## src/inc/ern_pkg.sv

```systemverilog
// Constants shared by the early receive / transmit notification block
package ern_pkg;

   // ***************************************************************
   // Bus and register offsets
   // ***************************************************************
   localparam int ERN_ADDR_W = 4;                       // Offset width
   localparam logic [3:0] ERN_OFS_PAGE_SEL = 4'h0;      // Page select, all pages
   localparam logic [3:0] ERN_OFS_CNT_LOW = 4'h1;       // Page 0, byte count low
   localparam logic [3:0] ERN_OFS_CNT_HIGH = 4'h2;      // Page 0, byte count high
   localparam logic [3:0] ERN_OFS_TX_STATUS = 4'h4;     // Page 0, transmit status
   localparam logic [3:0] ERN_OFS_INT_FLAGS = 4'h7;     // Page 0, interrupt flags
   localparam logic [3:0] ERN_OFS_RX_RESULT = 4'hC;     // Page 0, receive result
   localparam logic [3:0] ERN_OFS_INT_MASK = 4'hF;      // Page 0, interrupt mask
   localparam logic [3:0] ERN_OFS_WRITE_PAGE = 4'h7;    // Page 1, ring write page
   localparam logic [3:0] ERN_OFS_FIRST_PAGE = 4'h1;    // Page 2, ring first page
   localparam logic [3:0] ERN_OFS_END_PAGE = 4'h2;      // Page 2, ring end page
   localparam logic [3:0] ERN_OFS_READ_PAGE = 4'h3;     // Page 2, ring read page
   localparam logic [3:0] ERN_OFS_DIAG = 4'hD;          // Page 2, diagnostic
   localparam logic [3:0] ERN_OFS_CONFIG_B = 4'hE;      // Page 2, configuration B

   // ***************************************************************
   // Page numbers and page select field
   // ***************************************************************
   localparam logic [1:0] ERN_PAGE_0 = 2'h0;
   localparam logic [1:0] ERN_PAGE_1 = 2'h1;
   localparam logic [1:0] ERN_PAGE_2 = 2'h2;
   localparam int ERN_PAGE_SEL_LSB = 6;                 // Page field is bits 7:6

   // ***************************************************************
   // Field positions
   // ***************************************************************
   localparam int ERN_BIT_FRAME_RECEIVED = 0;           // Interrupt flags
   localparam int ERN_BIT_RX_FAULT = 2;
   localparam int ERN_BIT_TX_FAULT = 3;
   localparam int ERN_BIT_RING_OVERRUN = 4;
   localparam int ERN_BIT_RESULT_RECEIVED = 0;          // Receive result
   localparam int ERN_BIT_ALIGNMENT_FAULT = 2;
   localparam int ERN_BIT_EXT_RX_FAULT = 3;
   localparam int ERN_BIT_MISSED_FRAME = 4;
   localparam int ERN_BIT_TX_UNDERRUN = 5;              // Transmit status
   localparam int ERN_BIT_EARLY_RX_ENABLE = 3;          // Diagnostic
   localparam int ERN_BIT_EARLY_TX_ENABLE = 0;          // Configuration B

   // ***************************************************************
   // Reset values
   // ***************************************************************
   localparam logic [7:0] ERN_RST_BYTE = 8'h00;         // Flags, result, status, mask
   localparam logic [7:0] ERN_RST_FIRST_PAGE = 8'h46;
   localparam logic [7:0] ERN_RST_END_PAGE = 8'h80;
   localparam logic [7:0] ERN_RST_WRITE_PAGE = 8'h47;
   localparam logic [7:0] ERN_RST_READ_PAGE = 8'h46;
   localparam logic [15:0] ERN_RST_COUNT = 16'h0000;

   // ***************************************************************
   // Ring geometry and early thresholds
   // ***************************************************************
   localparam logic [7:0] ERN_LAST_IN_PAGE = 8'hFF;     // Last byte of a 256-byte page
   localparam logic [7:0] ERN_HEADER_BYTES = 8'h04;     // Reserved header at first page
   localparam logic [15:0] ERN_EARLY_HDR_BYTES = 16'h0040; // Header interrupt past 64

endpackage : ern_pkg

```

## src/core/ern_notify.sv

```systemverilog
// Early receive and early transmit notification logic with paged registers
//
// Function
// Header interrupt past 64 bytes of matched frame
// Early interrupt sets flags only, result stays clear
// Early interrupt on each filled ring page
// Byte count readable as low and high byte
// Good frame sets both received flags
// Faulty frame reports fault bits in both registers; CRC and ring overrun faults set no receive result bit
// Diagnostic bit 3 selects early receive mode
// Software must gather fragments over several interrupts
// Interrupt flags: received bit 0, fault bit 2
// Result bit 0 only on final reception
// Ring write page readable on page one
// Write page holds mid-frame, advances on completion
// Driver rounds byte count down to even
// Driver computes read start, wraps at end page
// Driver reads header first, then rest rounded up
// Early transmit underrun sets status and fault flags
// Interrupt when transmit read passes host write
// Normal mode needs whole packet before transmit
// Detect transmit racing the host fill
// Ring of 256-byte pages between bounds
// Completion writes status, next page, count header
// Interrupt line follows enabled, set flags
// Byte count cleared per frame, one per byte
module ern_notify
   import ern_pkg::*;
(
   // Clock and reset
   input wire logic ref_clk_i,
   input wire logic sys_rst_i,
   // Register port
   input wire logic [ERN_ADDR_W-1:0] reg_addr_i,
   input wire logic [7:0] reg_wdata_i,
   input wire logic reg_wr_i,
   input wire logic reg_rd_i,
   output logic [7:0] reg_rdata_o,
   // Receive path events
   input wire logic rx_frame_start_i,
   input wire logic rx_addr_match_i,
   input wire logic rx_byte_valid_i,
   input wire logic rx_frame_end_i,
   input wire logic rx_crc_ok_i,
   input wire logic rx_alignment_fault_i,
   input wire logic rx_extended_fault_i,
   input wire logic rx_missed_frame_i,
   input wire logic rx_ring_overrun_i,
   // Transmit path positions
   input wire logic tx_start_i,
   input wire logic tx_active_i,
   input wire logic [15:0] tx_local_read_pos_i,
   input wire logic [15:0] tx_host_write_pos_i,
   // Frame header write to the ring
   output logic hdr_write_o,
   output logic [7:0] hdr_page_o,
   output logic [7:0] hdr_status_o,
   output logic [7:0] hdr_next_page_o,
   output logic [15:0] hdr_byte_count_o,
   // Host interrupt and transmit hold
   output logic irq_o,
   output logic tx_local_hold_o
);
   import ern_pkg::*;

   // ***************************************************************
   // Register state
   // ***************************************************************
   logic [1:0] page_sel;            // Register page in view
   logic [7:0] interrupt_flags;     // Sticky event flags
   logic [7:0] interrupt_mask;      // Enables for the interrupt line
   logic [7:0] receive_result;      // Result of the last frame
   logic [7:0] tx_status;           // Transmit status, underrun bit
   logic [7:0] ring_write_page;     // Next receive page
   logic [7:0] ring_first_page;     // Lower ring bound
   logic [7:0] ring_end_page;       // Upper ring bound, exclusive
   logic [7:0] ring_read_page;      // Next page software removes
   logic [7:0] diag_reg;            // Diagnostic register
   logic [7:0] config_b;            // Configuration B register

   // ***************************************************************
   // Receive and transmit tracking
   // ***************************************************************
   logic [15:0] rx_byte_count;      // Running count of current frame
   logic rx_page_full;              // Pulse when a ring page fills
   logic [7:0] rx_next_page;        // Page after the frame's last page
   logic rx_in_frame;               // Frame is being received
   logic rx_matched;                // Frame passed the address filter
   logic rx_header_done;            // Header interrupt already given
   logic early_rx_enable;           // Early receive mode selected
   logic early_tx_enable;           // Early transmit detection selected
   logic rx_good_end;               // Completion without fault
   logic rx_bad_end;                // Completion with any fault
   logic early_event;               // Header or page early interrupt
   logic tx_underrun;               // Transmit read passed host write

   // ***************************************************************
   // Event decode
   // ***************************************************************
   assign early_rx_enable = diag_reg[ERN_BIT_EARLY_RX_ENABLE];
   assign early_tx_enable = config_b[ERN_BIT_EARLY_TX_ENABLE];

   // A completed frame counts only if it was addressed to this node
   assign rx_good_end = rx_frame_end_i && rx_matched && rx_crc_ok_i
      && !rx_alignment_fault_i && !rx_extended_fault_i
      && !rx_missed_frame_i && !rx_ring_overrun_i;
   assign rx_bad_end = rx_frame_end_i && rx_matched && !rx_good_end;

   // Early events: header past 64 bytes once, then every filled page
   assign early_event = early_rx_enable && rx_in_frame && rx_matched
      && ((!rx_header_done && (rx_byte_count > ERN_EARLY_HDR_BYTES))
      || rx_page_full);

   // Local read overtaking the host fill would send stale bytes
   assign tx_underrun = early_tx_enable && tx_active_i
      && (tx_host_write_pos_i < tx_local_read_pos_i);

   // ***************************************************************
   // Ring position tracker
   // ***************************************************************
   ern_ring_track u_ring_track (
      .ref_clk_i(ref_clk_i),
      .sys_rst_i(sys_rst_i),
      .frame_start_i(rx_frame_start_i),
      .byte_valid_i(rx_byte_valid_i),
      .frame_end_i(rx_frame_end_i),
      .ring_first_page_i(ring_first_page),
      .ring_end_page_i(ring_end_page),
      .ring_write_page_i(ring_write_page),
      .byte_count_o(rx_byte_count),
      .page_full_o(rx_page_full),
      .next_frame_page_o(rx_next_page)
   );

   // ***************************************************************
   // Frame progress
   // ***************************************************************

   // Frame window, filter result and header interrupt memory
   always_ff @(posedge ref_clk_i) begin
      if (sys_rst_i) begin
         rx_in_frame <= 1'b0;
         rx_matched <= 1'b0;
         rx_header_done <= 1'b0;
      end else if (rx_frame_start_i) begin
         rx_in_frame <= 1'b1;
         rx_matched <= 1'b0;
         rx_header_done <= 1'b0;
      end else if (rx_frame_end_i) begin
         // Reception done, no more page interrupts for this frame
         rx_in_frame <= 1'b0;
      end else begin
         if (rx_addr_match_i) begin
            rx_matched <= 1'b1;
         end
         if (early_event) begin
            rx_header_done <= 1'b1;
         end
      end
   end

   // ***************************************************************
   // Register writes
   // ***************************************************************

   // Page select and plain control registers
   always_ff @(posedge ref_clk_i) begin
      if (sys_rst_i) begin
         page_sel <= ERN_PAGE_0;
         interrupt_mask <= ERN_RST_BYTE;
         ring_first_page <= ERN_RST_FIRST_PAGE;
         ring_end_page <= ERN_RST_END_PAGE;
         ring_read_page <= ERN_RST_READ_PAGE;
         diag_reg <= ERN_RST_BYTE;
         config_b <= ERN_RST_BYTE;
      end else if (reg_wr_i) begin
         if (reg_addr_i == ERN_OFS_PAGE_SEL) begin
            page_sel <= reg_wdata_i[ERN_PAGE_SEL_LSB +: 2];
         end else if (page_sel == ERN_PAGE_0 && reg_addr_i == ERN_OFS_INT_MASK) begin
            interrupt_mask <= reg_wdata_i;
         end else if (page_sel == ERN_PAGE_2) begin
            unique case (reg_addr_i)
               ERN_OFS_FIRST_PAGE: ring_first_page <= reg_wdata_i;
               ERN_OFS_END_PAGE: ring_end_page <= reg_wdata_i;
               ERN_OFS_READ_PAGE: ring_read_page <= reg_wdata_i;
               // Mode may change at any time, even mid-frame
               ERN_OFS_DIAG: diag_reg <= reg_wdata_i;
               ERN_OFS_CONFIG_B: config_b <= reg_wdata_i;
               default: ;   // Other page two offsets hold nothing
            endcase
         end
      end
   end

   // Ring write page: software writes it, good completion advances it
   always_ff @(posedge ref_clk_i) begin
      if (sys_rst_i) begin
         ring_write_page <= ERN_RST_WRITE_PAGE;
      end else if (rx_good_end) begin
         // Hardware advance wins over a write in the same cycle
         ring_write_page <= rx_next_page;
      end else if (reg_wr_i && page_sel == ERN_PAGE_1
         && reg_addr_i == ERN_OFS_WRITE_PAGE) begin
         ring_write_page <= reg_wdata_i;
      end
   end

   // ***************************************************************
   // Status flags
   // ***************************************************************

   // Interrupt flags: write one to clear, a new event in that cycle wins
   always_ff @(posedge ref_clk_i) begin
      if (sys_rst_i) begin
         interrupt_flags <= ERN_RST_BYTE;
      end else begin
         if (reg_wr_i && page_sel == ERN_PAGE_0 && reg_addr_i == ERN_OFS_INT_FLAGS) begin
            interrupt_flags <= interrupt_flags & ~reg_wdata_i;
         end
         // Early and final receptions both set the received flag
         if (early_event || rx_good_end) begin
            interrupt_flags[ERN_BIT_FRAME_RECEIVED] <= 1'b1;
         end
         // Faulty completion without ring overrun reports a receive fault
         if (rx_bad_end && !rx_ring_overrun_i) begin
            interrupt_flags[ERN_BIT_RX_FAULT] <= 1'b1;
         end
         // Ring overrun reported as its own flag
         if (rx_bad_end && rx_ring_overrun_i) begin
            interrupt_flags[ERN_BIT_RING_OVERRUN] <= 1'b1;
         end
         // Transmit underrun raises the transmit fault flag
         if (tx_underrun) begin
            interrupt_flags[ERN_BIT_TX_FAULT] <= 1'b1;
         end
      end
   end

   // Receive result: cleared at each frame start, written only when a matched frame completes
   always_ff @(posedge ref_clk_i) begin
      if (sys_rst_i) begin
         receive_result <= ERN_RST_BYTE;
      end else if (rx_frame_start_i) begin
         // Cleared per frame so early interrupts read bit 0 low
         receive_result <= ERN_RST_BYTE;
      end else if (rx_good_end) begin
         receive_result[ERN_BIT_RESULT_RECEIVED] <= 1'b1;
      end else if (rx_bad_end) begin
         receive_result[ERN_BIT_ALIGNMENT_FAULT] <= rx_alignment_fault_i;
         receive_result[ERN_BIT_EXT_RX_FAULT] <= rx_extended_fault_i;
         receive_result[ERN_BIT_MISSED_FRAME] <= rx_missed_frame_i;
      end
   end

   // Transmit status: underrun is sticky until the next transmit starts
   always_ff @(posedge ref_clk_i) begin
      if (sys_rst_i) begin
         tx_status <= ERN_RST_BYTE;
      end else if (tx_underrun) begin
         tx_status[ERN_BIT_TX_UNDERRUN] <= 1'b1;
      end else if (tx_start_i) begin
         tx_status <= ERN_RST_BYTE;
      end
   end

   // Hold the local reader when it has caught up with the host fill
   always_ff @(posedge ref_clk_i) begin
      if (sys_rst_i) begin
         tx_local_hold_o <= 1'b0;
      end else begin
         tx_local_hold_o <= early_tx_enable && tx_active_i
            && (tx_host_write_pos_i == tx_local_read_pos_i);
      end
   end

   // ***************************************************************
   // Interrupt line
   // ***************************************************************

   // Line follows any set flag whose mask bit is on
   always_ff @(posedge ref_clk_i) begin
      if (sys_rst_i) begin
         irq_o <= 1'b0;
      end else begin
         irq_o <= |(interrupt_flags & interrupt_mask);
      end
   end

   // ***************************************************************
   // Frame header record
   // ***************************************************************

   // On good completion the four reserved bytes get status, next page, count
   always_ff @(posedge ref_clk_i) begin
      if (sys_rst_i) begin
         hdr_write_o <= 1'b0;
         hdr_page_o <= ERN_RST_BYTE;
         hdr_status_o <= ERN_RST_BYTE;
         hdr_next_page_o <= ERN_RST_BYTE;
         hdr_byte_count_o <= ERN_RST_COUNT;
      end else begin
         hdr_write_o <= rx_good_end;
         if (rx_good_end) begin
            hdr_page_o <= ring_write_page;
            hdr_status_o <= 8'h01;
            hdr_next_page_o <= rx_next_page;
            hdr_byte_count_o <= rx_byte_count;
         end
      end
   end

   // ***************************************************************
   // Register reads
   // ***************************************************************

   // Read data stands one cycle after the strobe, zero elsewhere
   always_ff @(posedge ref_clk_i) begin
      if (sys_rst_i) begin
         reg_rdata_o <= ERN_RST_BYTE;
      end else if (!reg_rd_i) begin
         reg_rdata_o <= ERN_RST_BYTE;
      end else if (reg_addr_i == ERN_OFS_PAGE_SEL) begin
         reg_rdata_o <= {page_sel, 6'h00};
      end else begin
         unique case (page_sel)
            ERN_PAGE_0: begin
               unique case (reg_addr_i)
                  ERN_OFS_CNT_LOW: reg_rdata_o <= rx_byte_count[7:0];
                  ERN_OFS_CNT_HIGH: reg_rdata_o <= rx_byte_count[15:8];
                  ERN_OFS_TX_STATUS: reg_rdata_o <= tx_status;
                  ERN_OFS_INT_FLAGS: reg_rdata_o <= interrupt_flags;
                  ERN_OFS_RX_RESULT: reg_rdata_o <= receive_result;
                  ERN_OFS_INT_MASK: reg_rdata_o <= interrupt_mask;
                  default: reg_rdata_o <= ERN_RST_BYTE;
               endcase
            end
            ERN_PAGE_1: begin
               if (reg_addr_i == ERN_OFS_WRITE_PAGE) begin
                  reg_rdata_o <= ring_write_page;
               end else begin
                  reg_rdata_o <= ERN_RST_BYTE;
               end
            end
            ERN_PAGE_2: begin
               unique case (reg_addr_i)
                  ERN_OFS_FIRST_PAGE: reg_rdata_o <= ring_first_page;
                  ERN_OFS_END_PAGE: reg_rdata_o <= ring_end_page;
                  ERN_OFS_READ_PAGE: reg_rdata_o <= ring_read_page;
                  ERN_OFS_DIAG: reg_rdata_o <= diag_reg;
                  ERN_OFS_CONFIG_B: reg_rdata_o <= config_b;
                  default: reg_rdata_o <= ERN_RST_BYTE;
               endcase
            end
            default: reg_rdata_o <= ERN_RST_BYTE;   // Page 3 is empty
         endcase
      end
   end

endmodule // ern_notify

```

## src/core/ern_ring_track.sv

```systemverilog
// Receive ring position tracker: running byte count, page fill and next page
module ern_ring_track
   import ern_pkg::*;
(
   // Clock and reset
   input wire logic ref_clk_i,
   input wire logic sys_rst_i,
   // Frame events from the receive path
   input wire logic frame_start_i,
   input wire logic byte_valid_i,
   input wire logic frame_end_i,
   // Ring bounds and current write page
   input wire logic [7:0] ring_first_page_i,
   input wire logic [7:0] ring_end_page_i,
   input wire logic [7:0] ring_write_page_i,
   // Position results
   output logic [15:0] byte_count_o,
   output logic page_full_o,
   output logic [7:0] next_frame_page_o
);
   import ern_pkg::*;

   logic [7:0] fill_page;       // Page being filled now
   logic [7:0] fill_offset;     // Byte position inside that page
   logic [7:0] next_fill_page;  // Following page with wrap

   // Next page wraps from the end page back to the first page
   always_comb begin
      next_fill_page = fill_page + 8'h01;
      if (next_fill_page == ring_end_page_i) begin
         next_fill_page = ring_first_page_i;
      end
   end

   // Frame after this one starts on the page after the last page used
   assign next_frame_page_o = next_fill_page;

   // Fill position: first byte lands after the reserved header
   always_ff @(posedge ref_clk_i) begin
      if (sys_rst_i) begin
         fill_page <= ERN_RST_WRITE_PAGE;
         fill_offset <= ERN_RST_BYTE;
         page_full_o <= 1'b0;
      end else begin
         page_full_o <= 1'b0;
         if (frame_start_i) begin
            // Each frame begins at the current write page
            fill_page <= ring_write_page_i;
            fill_offset <= ERN_HEADER_BYTES;
         end else if (byte_valid_i) begin
            if (fill_offset == ERN_LAST_IN_PAGE) begin
               // Page complete, request a new one
               fill_page <= next_fill_page;
               fill_offset <= ERN_RST_BYTE;
               page_full_o <= 1'b1;
            end else begin
               fill_offset <= fill_offset + 8'h01;
            end
         end
      end
   end

   // Running byte count, zero at frame start and after completion
   always_ff @(posedge ref_clk_i) begin
      if (sys_rst_i) begin
         byte_count_o <= ERN_RST_COUNT;
      end else if (frame_start_i || frame_end_i) begin
         byte_count_o <= ERN_RST_COUNT;
      end else if (byte_valid_i) begin
         byte_count_o <= byte_count_o + 16'h0001;
      end
   end

endmodule // ern_ring_track

```

## config.mk

```make
export PLATFORM = sky130hd
export DESIGN_NAME = ern_notify
export DESIGN_NICKNAME = d
export VERILOG_FILES = /design/src/inc/ern_pkg.sv /design/src/core/ern_notify.sv /design/src/core/ern_ring_track.sv
export SDC_FILE = /design/constraint.sdc
export NUM_CORES = 1
export LEC_CHECK = 0
export BUFFER_PORTS_ARGS = -buffer_cell sky130_fd_sc_hd__buf_2
export CAP_MARGIN = 20
export CELL_PAD_IN_SITES_DETAIL_PLACEMENT = 0
export CELL_PAD_IN_SITES_GLOBAL_PLACEMENT = 1
export CORE_MARGIN = 5
export CORE_UTILIZATION = 23
export CTS_CLUSTER_SIZE = 24
export DETAILED_ROUTE_END_ITERATION = 16
export GPL_ROUTABILITY_DRIVEN = 0
export GPL_TIMING_DRIVEN = 0
export PLACE_DENSITY_LB_ADDON = 0.12
export SLEW_MARGIN = 10
export SYNTH_ARGS = -nofsm -noshare
export SYNTH_HDL_FRONTEND = slang
export SYNTH_SLANG_ARGS = --single-unit
```

## constraint.sdc

```tcl
create_clock -name ref_clk_i -period 2.85 [get_ports ref_clk_i]
set_input_delay 0.57 -clock ref_clk_i [delete_from_list [all_inputs] [get_ports ref_clk_i]]
set_output_delay 0.57 -clock ref_clk_i [all_outputs]
set_load 0.02 [all_outputs]
```

## After elaboration in Yosys (flattened, before gate mapping)

Cells that the tools add are included.

| word-level totals | value |
|---|---|
| bits in registers | 151 |
| input port bits | 59 |
| output and inout bits | 51 |
| logic and storage cells | 143 |

| cells by class | value |
|---|---|
| add/subtract/negate cells | 3 |
| magnitude comparators | 2 |
| equality and inequality tests | 14 |
| multiplexer cells | 24 |
| bitwise logic cells | 9 |
| reduce and logical (&&, ||, !) cells | 58 |

Operators with widths:

| kind | count |
|---|---|
| two-way mux 8 bit | 9 |
| case mux 8 bit (6 select lines) | 1 |
| case mux 8 bit (5 select lines) | 1 |
| AND reduction 5 bit | 5 |
| case mux 8 bit (3 select lines) | 1 |
| logical AND 1 bit | 21 |
| nonzero test 2 bit | 9 |
| adder 16 x 1 -> 16 bit (second input constant) | 1 |
| adder 8 x 1 -> 8 bit (second input constant) | 2 |
| AND 8 bit | 2 |
| == test 16 bit | 1 |
| == test 4 bit (second input constant) | 4 |
| greater-than comparator 16 x 7 -> 1 bit (second input constant) | 1 |
| less-than comparator 16 bit | 1 |
| AND reduction 2 bit | 5 |
| == test 4 x 2 -> 1 bit (second input constant) | 2 |
| == test 4 x 3 -> 1 bit (second input constant) | 2 |
| == test 8 bit | 1 |
| == test 8 bit (second input constant) | 1 |
| two-way mux 1 bit | 8 |
| NOT 8 bit | 1 |
| OR reduction 8 bit | 1 |
| logical NOT 1 bit | 6 |
| two-way mux 3 bit | 2 |
| 12 further kinds | 22 |

## Logic depth before layout (Yosys ltp)

| logic depth | value |
|---|---|
| depth in word-level cells | 10 |
| mapped depth | 10 |
| gate-level depth less buffers | 9 |

## Cells and area by module

Synthesis repeated with hierarchy kept, for this count alone.

| second synthesis, totals | value |
|---|---|
| cells, all modules | 909 |
| area total of the unflattened synthesis | 7523.5 µm² |

Modules (own cells, without submodules):

| module | instances | cells each | area an instance (µm²) | sequential area each (µm²) |
|---|---|---|---|---|
| ern_notify | 1 | 682 | 5590.4 | 2362.3 |
| ern_ring_track | 1 | 227 | 1933.1 | 660.6 |

## Least setup slack after synthesis

Ideal clock, no wire load.

| timing | value |
|---|---|
| path kind | register to register |
| start point | reg u_ring_track.fill_page[1] |
| end point | reg hdr_next_page_o[5] |
| library setup time | 0.122 ns |
| arrival time | 2.257 ns |
| data required time | 2.728 ns |
| path slack | 0.471 ns |
| cell stages (with the launch flop) | 10 |
| path buffers | 1 |
| period minus slack after synthesis | 2.379 ns |
| cell sequence | dfxtp_1 ha_1 xor2_1 xor2_1 nor3_1 nand3_1 or3_1 buf_6 and3_1 a311o_1 |

| on the way | value |
|---|---|
| word-level cells in the longest chain between the ends | 3 |

Ends and longest elaborated chain:

| item | RTL line | source |
|---|---|---|
| start, declared | ern_ring_track.sv:23 | `logic [7:0] fill_page;` |
| start signal, assigned | ern_ring_track.sv:48 | `fill_page <= ring_write_page_i;` |
| start signal, assigned | ern_ring_track.sv:53 | `fill_page <= next_fill_page;` |
| adder 8 x 1 -> 8 bit * | ern_ring_track.sv:29 | `next_fill_page = fill_page + 8'h01;` |
| == test 8 bit | ern_ring_track.sv:30 | `if (next_fill_page == ring_end_page_i) begin` |
| two-way mux 8 bit * | ern_ring_track.sv:30 |  |
| end signal, assigned | ern_notify.sv:306 | `hdr_next_page_o <= rx_next_page;` |
| end, declared | ern_notify.sv:58 | `output logic [7:0] hdr_next_page_o,` |

Mark *: on every way between the ends. The rest lies on a longest branch, timed or not.
A chain may end at the register's enable or synchronous reset.

## Worst setup path after layout

| timing | value |
|---|---|
| start point | reg u_ring_track.fill_page[1] |
| end point | reg hdr_next_page_o[6] |

The elaborated chain is that of the path after synthesis.

==> impl_metrics.csv <==
group,metric,value,unit
clock_network,clockBufferDepth,2,
setup_path,rrSetupSlack,0.23,ns
power_and_ir_drop,leakage,3.38,nW
detailed_routing,firstDrtPassIters,8,
clock_network,cts_made_buffers,17,
sta,rsz0062_at_grt,"false",
clock_network,clk-insertion-delay-late,0.43,ns
synth,synth_xor_area_frac,0.0467,
clock_network,root_buffer,"clkbuf_16",
clock_network,postCtsSetupBuffers,0,
global_route,track_usage,0.157,
detailed_routing,routed_wl,28100,um
placement,dpl.hpwl,21700,um
sta,drv_slew,0,
synth,synthMuxAreaShare,0.0786,
placement,place_inst,1346,
floorplan,die_height,188,um
setup_path,reg2reg_depth,9,
sta,fin_tns_setup,0,ns
final_layout,design_area,0.00888,sq mm
setup_path,crit_chain,"ha_2 -> xor2_2 -> xor2_1 -> nor3_1 -> nand3_1 -> or3_1 -> buf_6 -> and3_1 -> a311o_1",
placement,io_buffers,94,
setup_path,critPathBufInv,1,
setup_path,startpoint,"u_ring_track.fill_page[1]",
sta,fin_ws,0.226,ns
global_route,grt_start_max_net_pins,17,
synth,synthFlopType,"dfxtp_1",
setup_path,path_depth,9,
clock_network,cts_tree,"done",
setup_path,r2r-start,"u_ring_track.fill_page[1]",
setup_path,slowest_stage,"dfxtp_2",
global_route,grt_pass1_vias,6540,
global_route,antenna_found_initial,0,
setup_path,endpoint_kind,"flop",
clock_network,htreeDepth,4,
final_layout,instances_no_fill,1379,
synth,yosysWarnings,0,
setup_path,crit_end,"hdr_next_page_o[6]",
power_and_ir_drop,power_density,526,mW/mm^2
final_layout,largestRegisters,"hdr_byte_count_o x16, u_ring_track.byte_count_o x16",
job,drv_cap,0,
synth,synth_area,0.00729,sq mm
final_layout,drive_above_1_share,0.169,
setup_path,crit_fanout,8,
clock_network,path_clk_slew,0.07,ns
sta,fmax,0.381,GHz
detailed_routing,num_vias,6512,
detailed_routing,post_drt_wl_per_cell,20.4,um
placement,dpl_cell_area,0.00829,sq mm
sta,setup_viol,0,
synth,yosysSeqAreaShare,0.414,
synth,synth-simple-area-share,0.216,
detailed_routing,antenna_left,0,
floorplan,core_region_area,0.0315,sq mm
floorplan,start_util,0.232,
setup_path,cp.required,3.17,ns
global_route,grt_pass1_wl,42300,um
synth,synth.distinct_cells,63,
sta,timing.final.hold_violations,0,
floorplan,die_w,188,um
setup_path,startpoint_type,"flop",
sta,worstMarginPinSlew,0.990,ns
setup_path,crit_type,"flop to flop",
power_and_ir_drop,ir_worst_vdd,0.409,mV
floorplan,dieArea,0.0354,sq mm
detailed_routing,via_per_inst,4.72,
synth,synthAdderAreaFrac,0.0343,
floorplan,rows,65,
synth,synth_top_family_by_area,"simple AND/OR/NAND/NOR gates",
synth,synth-compound-area-share,0.157,
setup_path,cp.arrival,2.94,ns
sta,finalClockSkew,0.0102,ns
detailed_routing,drcViolationCount,0,
clock_network,ctsHoldBuffers,0,
worst_hold_path,hp-class,"input pin to flop",
synth,avgSynthCellArea,8.64,sq um
setup_path,r2r_end,"hdr_next_page_o[6]",
synth,ys_seq_elements,151,
synth,synth_edf_count,0,
synth,synthArstFlopShare,0,
sta,min_period_over_period,0.921,
setup_path,max_stage_delay,0.41,ns
run_status,status,"finished, final reports clean",
placement,place_ws,-0.560,ns
final_layout,syn_to_final_growth,21.7,%
final_layout,nNetsFinal,1042,
clock_network,cts.sinks,151,
synth,synthCells,844,
sta,finalCriticalPeriod,2.62,ns
global_route,overflow,0,
setup_path,cp_top_family,"simple AND/OR/NAND/NOR gates",
sta,max_slew_margin,0.337,
detailed_routing,drtIter0Drc,344,
power_and_ir_drop,p_total,4.67,mW
floorplan,ioPinCount,110,
worst_hold_path,holdPathStages,3,
## logic make-up after synthesis
logic type / count (synthesis)
AO/OA/AOI/OAI: 165
XOR/XNOR: 35
adder cells (fa/ha/maj): 20
buffers and inverters: 86
flip-flops: 151
multiplexers: 57
other: 1
AND/OR/NAND/NOR: 329
## final cells by class
class	count	area, sq um
antenna	1	2.50
tap	402	503
clock inverter	12	119
inverter	26	97.6
buffer	60	285
fill	3451	22600
timing repair buffer	94	470
sequential	151	3020
clock buffer	20	447
multi-input combinational	613	3930
## power by group
group          internal (mW)  switching (mW)  leakage [nW]
Combinational          0.104           0.207          1.90
Clock                   1.24           0.984         0.268
Sequential              2.12          0.0138          1.22
Total                   3.46            1.21          3.38
## how the worst min path moves through the flow
| stage | end | slack [ns] | start |
|---|---|---|---|
| 4_1_cts | rx_matched | 0.38 | rx_addr_match_i |
| 2_1_floorplan | tx_status[5] | 0.44 | tx_status[5] |
| 3_5_place_dp | hdr_page_o[0] | 0.45 | hdr_page_o[0] |
| 3_3_place_gp | hdr_page_o[7] | 0.44 | hdr_page_o[7] |
| 5_1_grt | rx_matched | 0.40 | rx_addr_match_i |
| 6_report | rx_matched | 0.39 | rx_addr_match_i |
## metal layers
| layer | routed length [um] | track usage | vias to the layer above |
|---|---|---|---|
| met5 | 0 | 0 | - |
| met4 | 376 | 0.0412 | 0 |
| met3 | 1330 | 0.0300 | 19 |
| met2 | 12300 | 0.245 | 160 |
| met1 | 14100 | 0.224 | 3096 |
| li1 | - | - | 3237 |
## metrics by stage
step	hold WS (ns)	utilization
detailed placement	0.446	0.263
global route	0.401	0.282
CTS	0.377	0.282
floorplan	0.436	-
global placement	0.442	0.263
finish	0.389	0.282
## placed cells by master, fill, tap and decap left out, types with 4 or more instances in the layout
cell and count:
inv_1 26, and4_1 8, buf_1 5, buf_4 8, nand2_1 102, xor2_1 22
a211o_1 9, nor3_2 5, nand4_1 12, ha_1 19, dfxtp_1 150, conb_1 7
buf_2 104, o21ai_0 11, nor2b_1 9, a311o_1 6, clkbuf_1 35, nor3_1 11
a211oi_1 15, xnor2_1 10, inv_6 4, nor4_1 6, a31oi_1 8, a221oi_1 4
a22oi_1 32, a222oi_1 8, nand3_1 19, o211ai_1 4, nand2b_1 6, and3_1 17
mux2i_1 55, clkbuf_16 17, a21oi_1 48, nor2_1 109
## worst min-delay path, cell delays in order
cell	delay, ns
buf_2	0.08
a21oi_1	0.06
nor2_1	0.07
## synth_stat cells, types with 3 or more instances
library cell    n  area (sq um)
dfxtp_1       151          3020
nor2_1        109           409
nand2_1       102           383
mux2i_1        55           551
a21oi_1        48           240
clkbuf_1       35           131
a22oi_1        32           240
inv_1          26          97.6
xor2_1         23           201
ha_1           20           250
nand3_1        19          95.1
and3_1         17           106
a211oi_1       15           113
nand4_1        12          75.1
nor3_1         12          60.1
o21ai_0        11          55.1
xnor2_1        10          87.6
a211o_1         9          78.8
buf_2           9          45.0
nor2b_1         9          56.3
a222oi_1        8          80.1
a31oi_1         8          50.1
and4_1          8          70.1
buf_4           8          60.1
a311o_1         6          60.1
buf_1           6          22.5
nand2b_1        6          37.5
nor4_1          6          37.5
a221oi_1        4          35.0
nor3_2          4          40.0
o211ai_1        4          30.0
a32oi_1         3          26.3
nor3b_1         3          22.5
nor4b_1         3          26.3
or2_2           3          18.8
or3_1           3          18.8
or4_1           3          22.5
## repair_timing
action                     in CTS  in global routing
pin swaps                       0                  0
gates cloned                    0                  0
setup endpoints to repair      18                 30
resized for setup               4                  4
(Power assumes the default switching activity.)
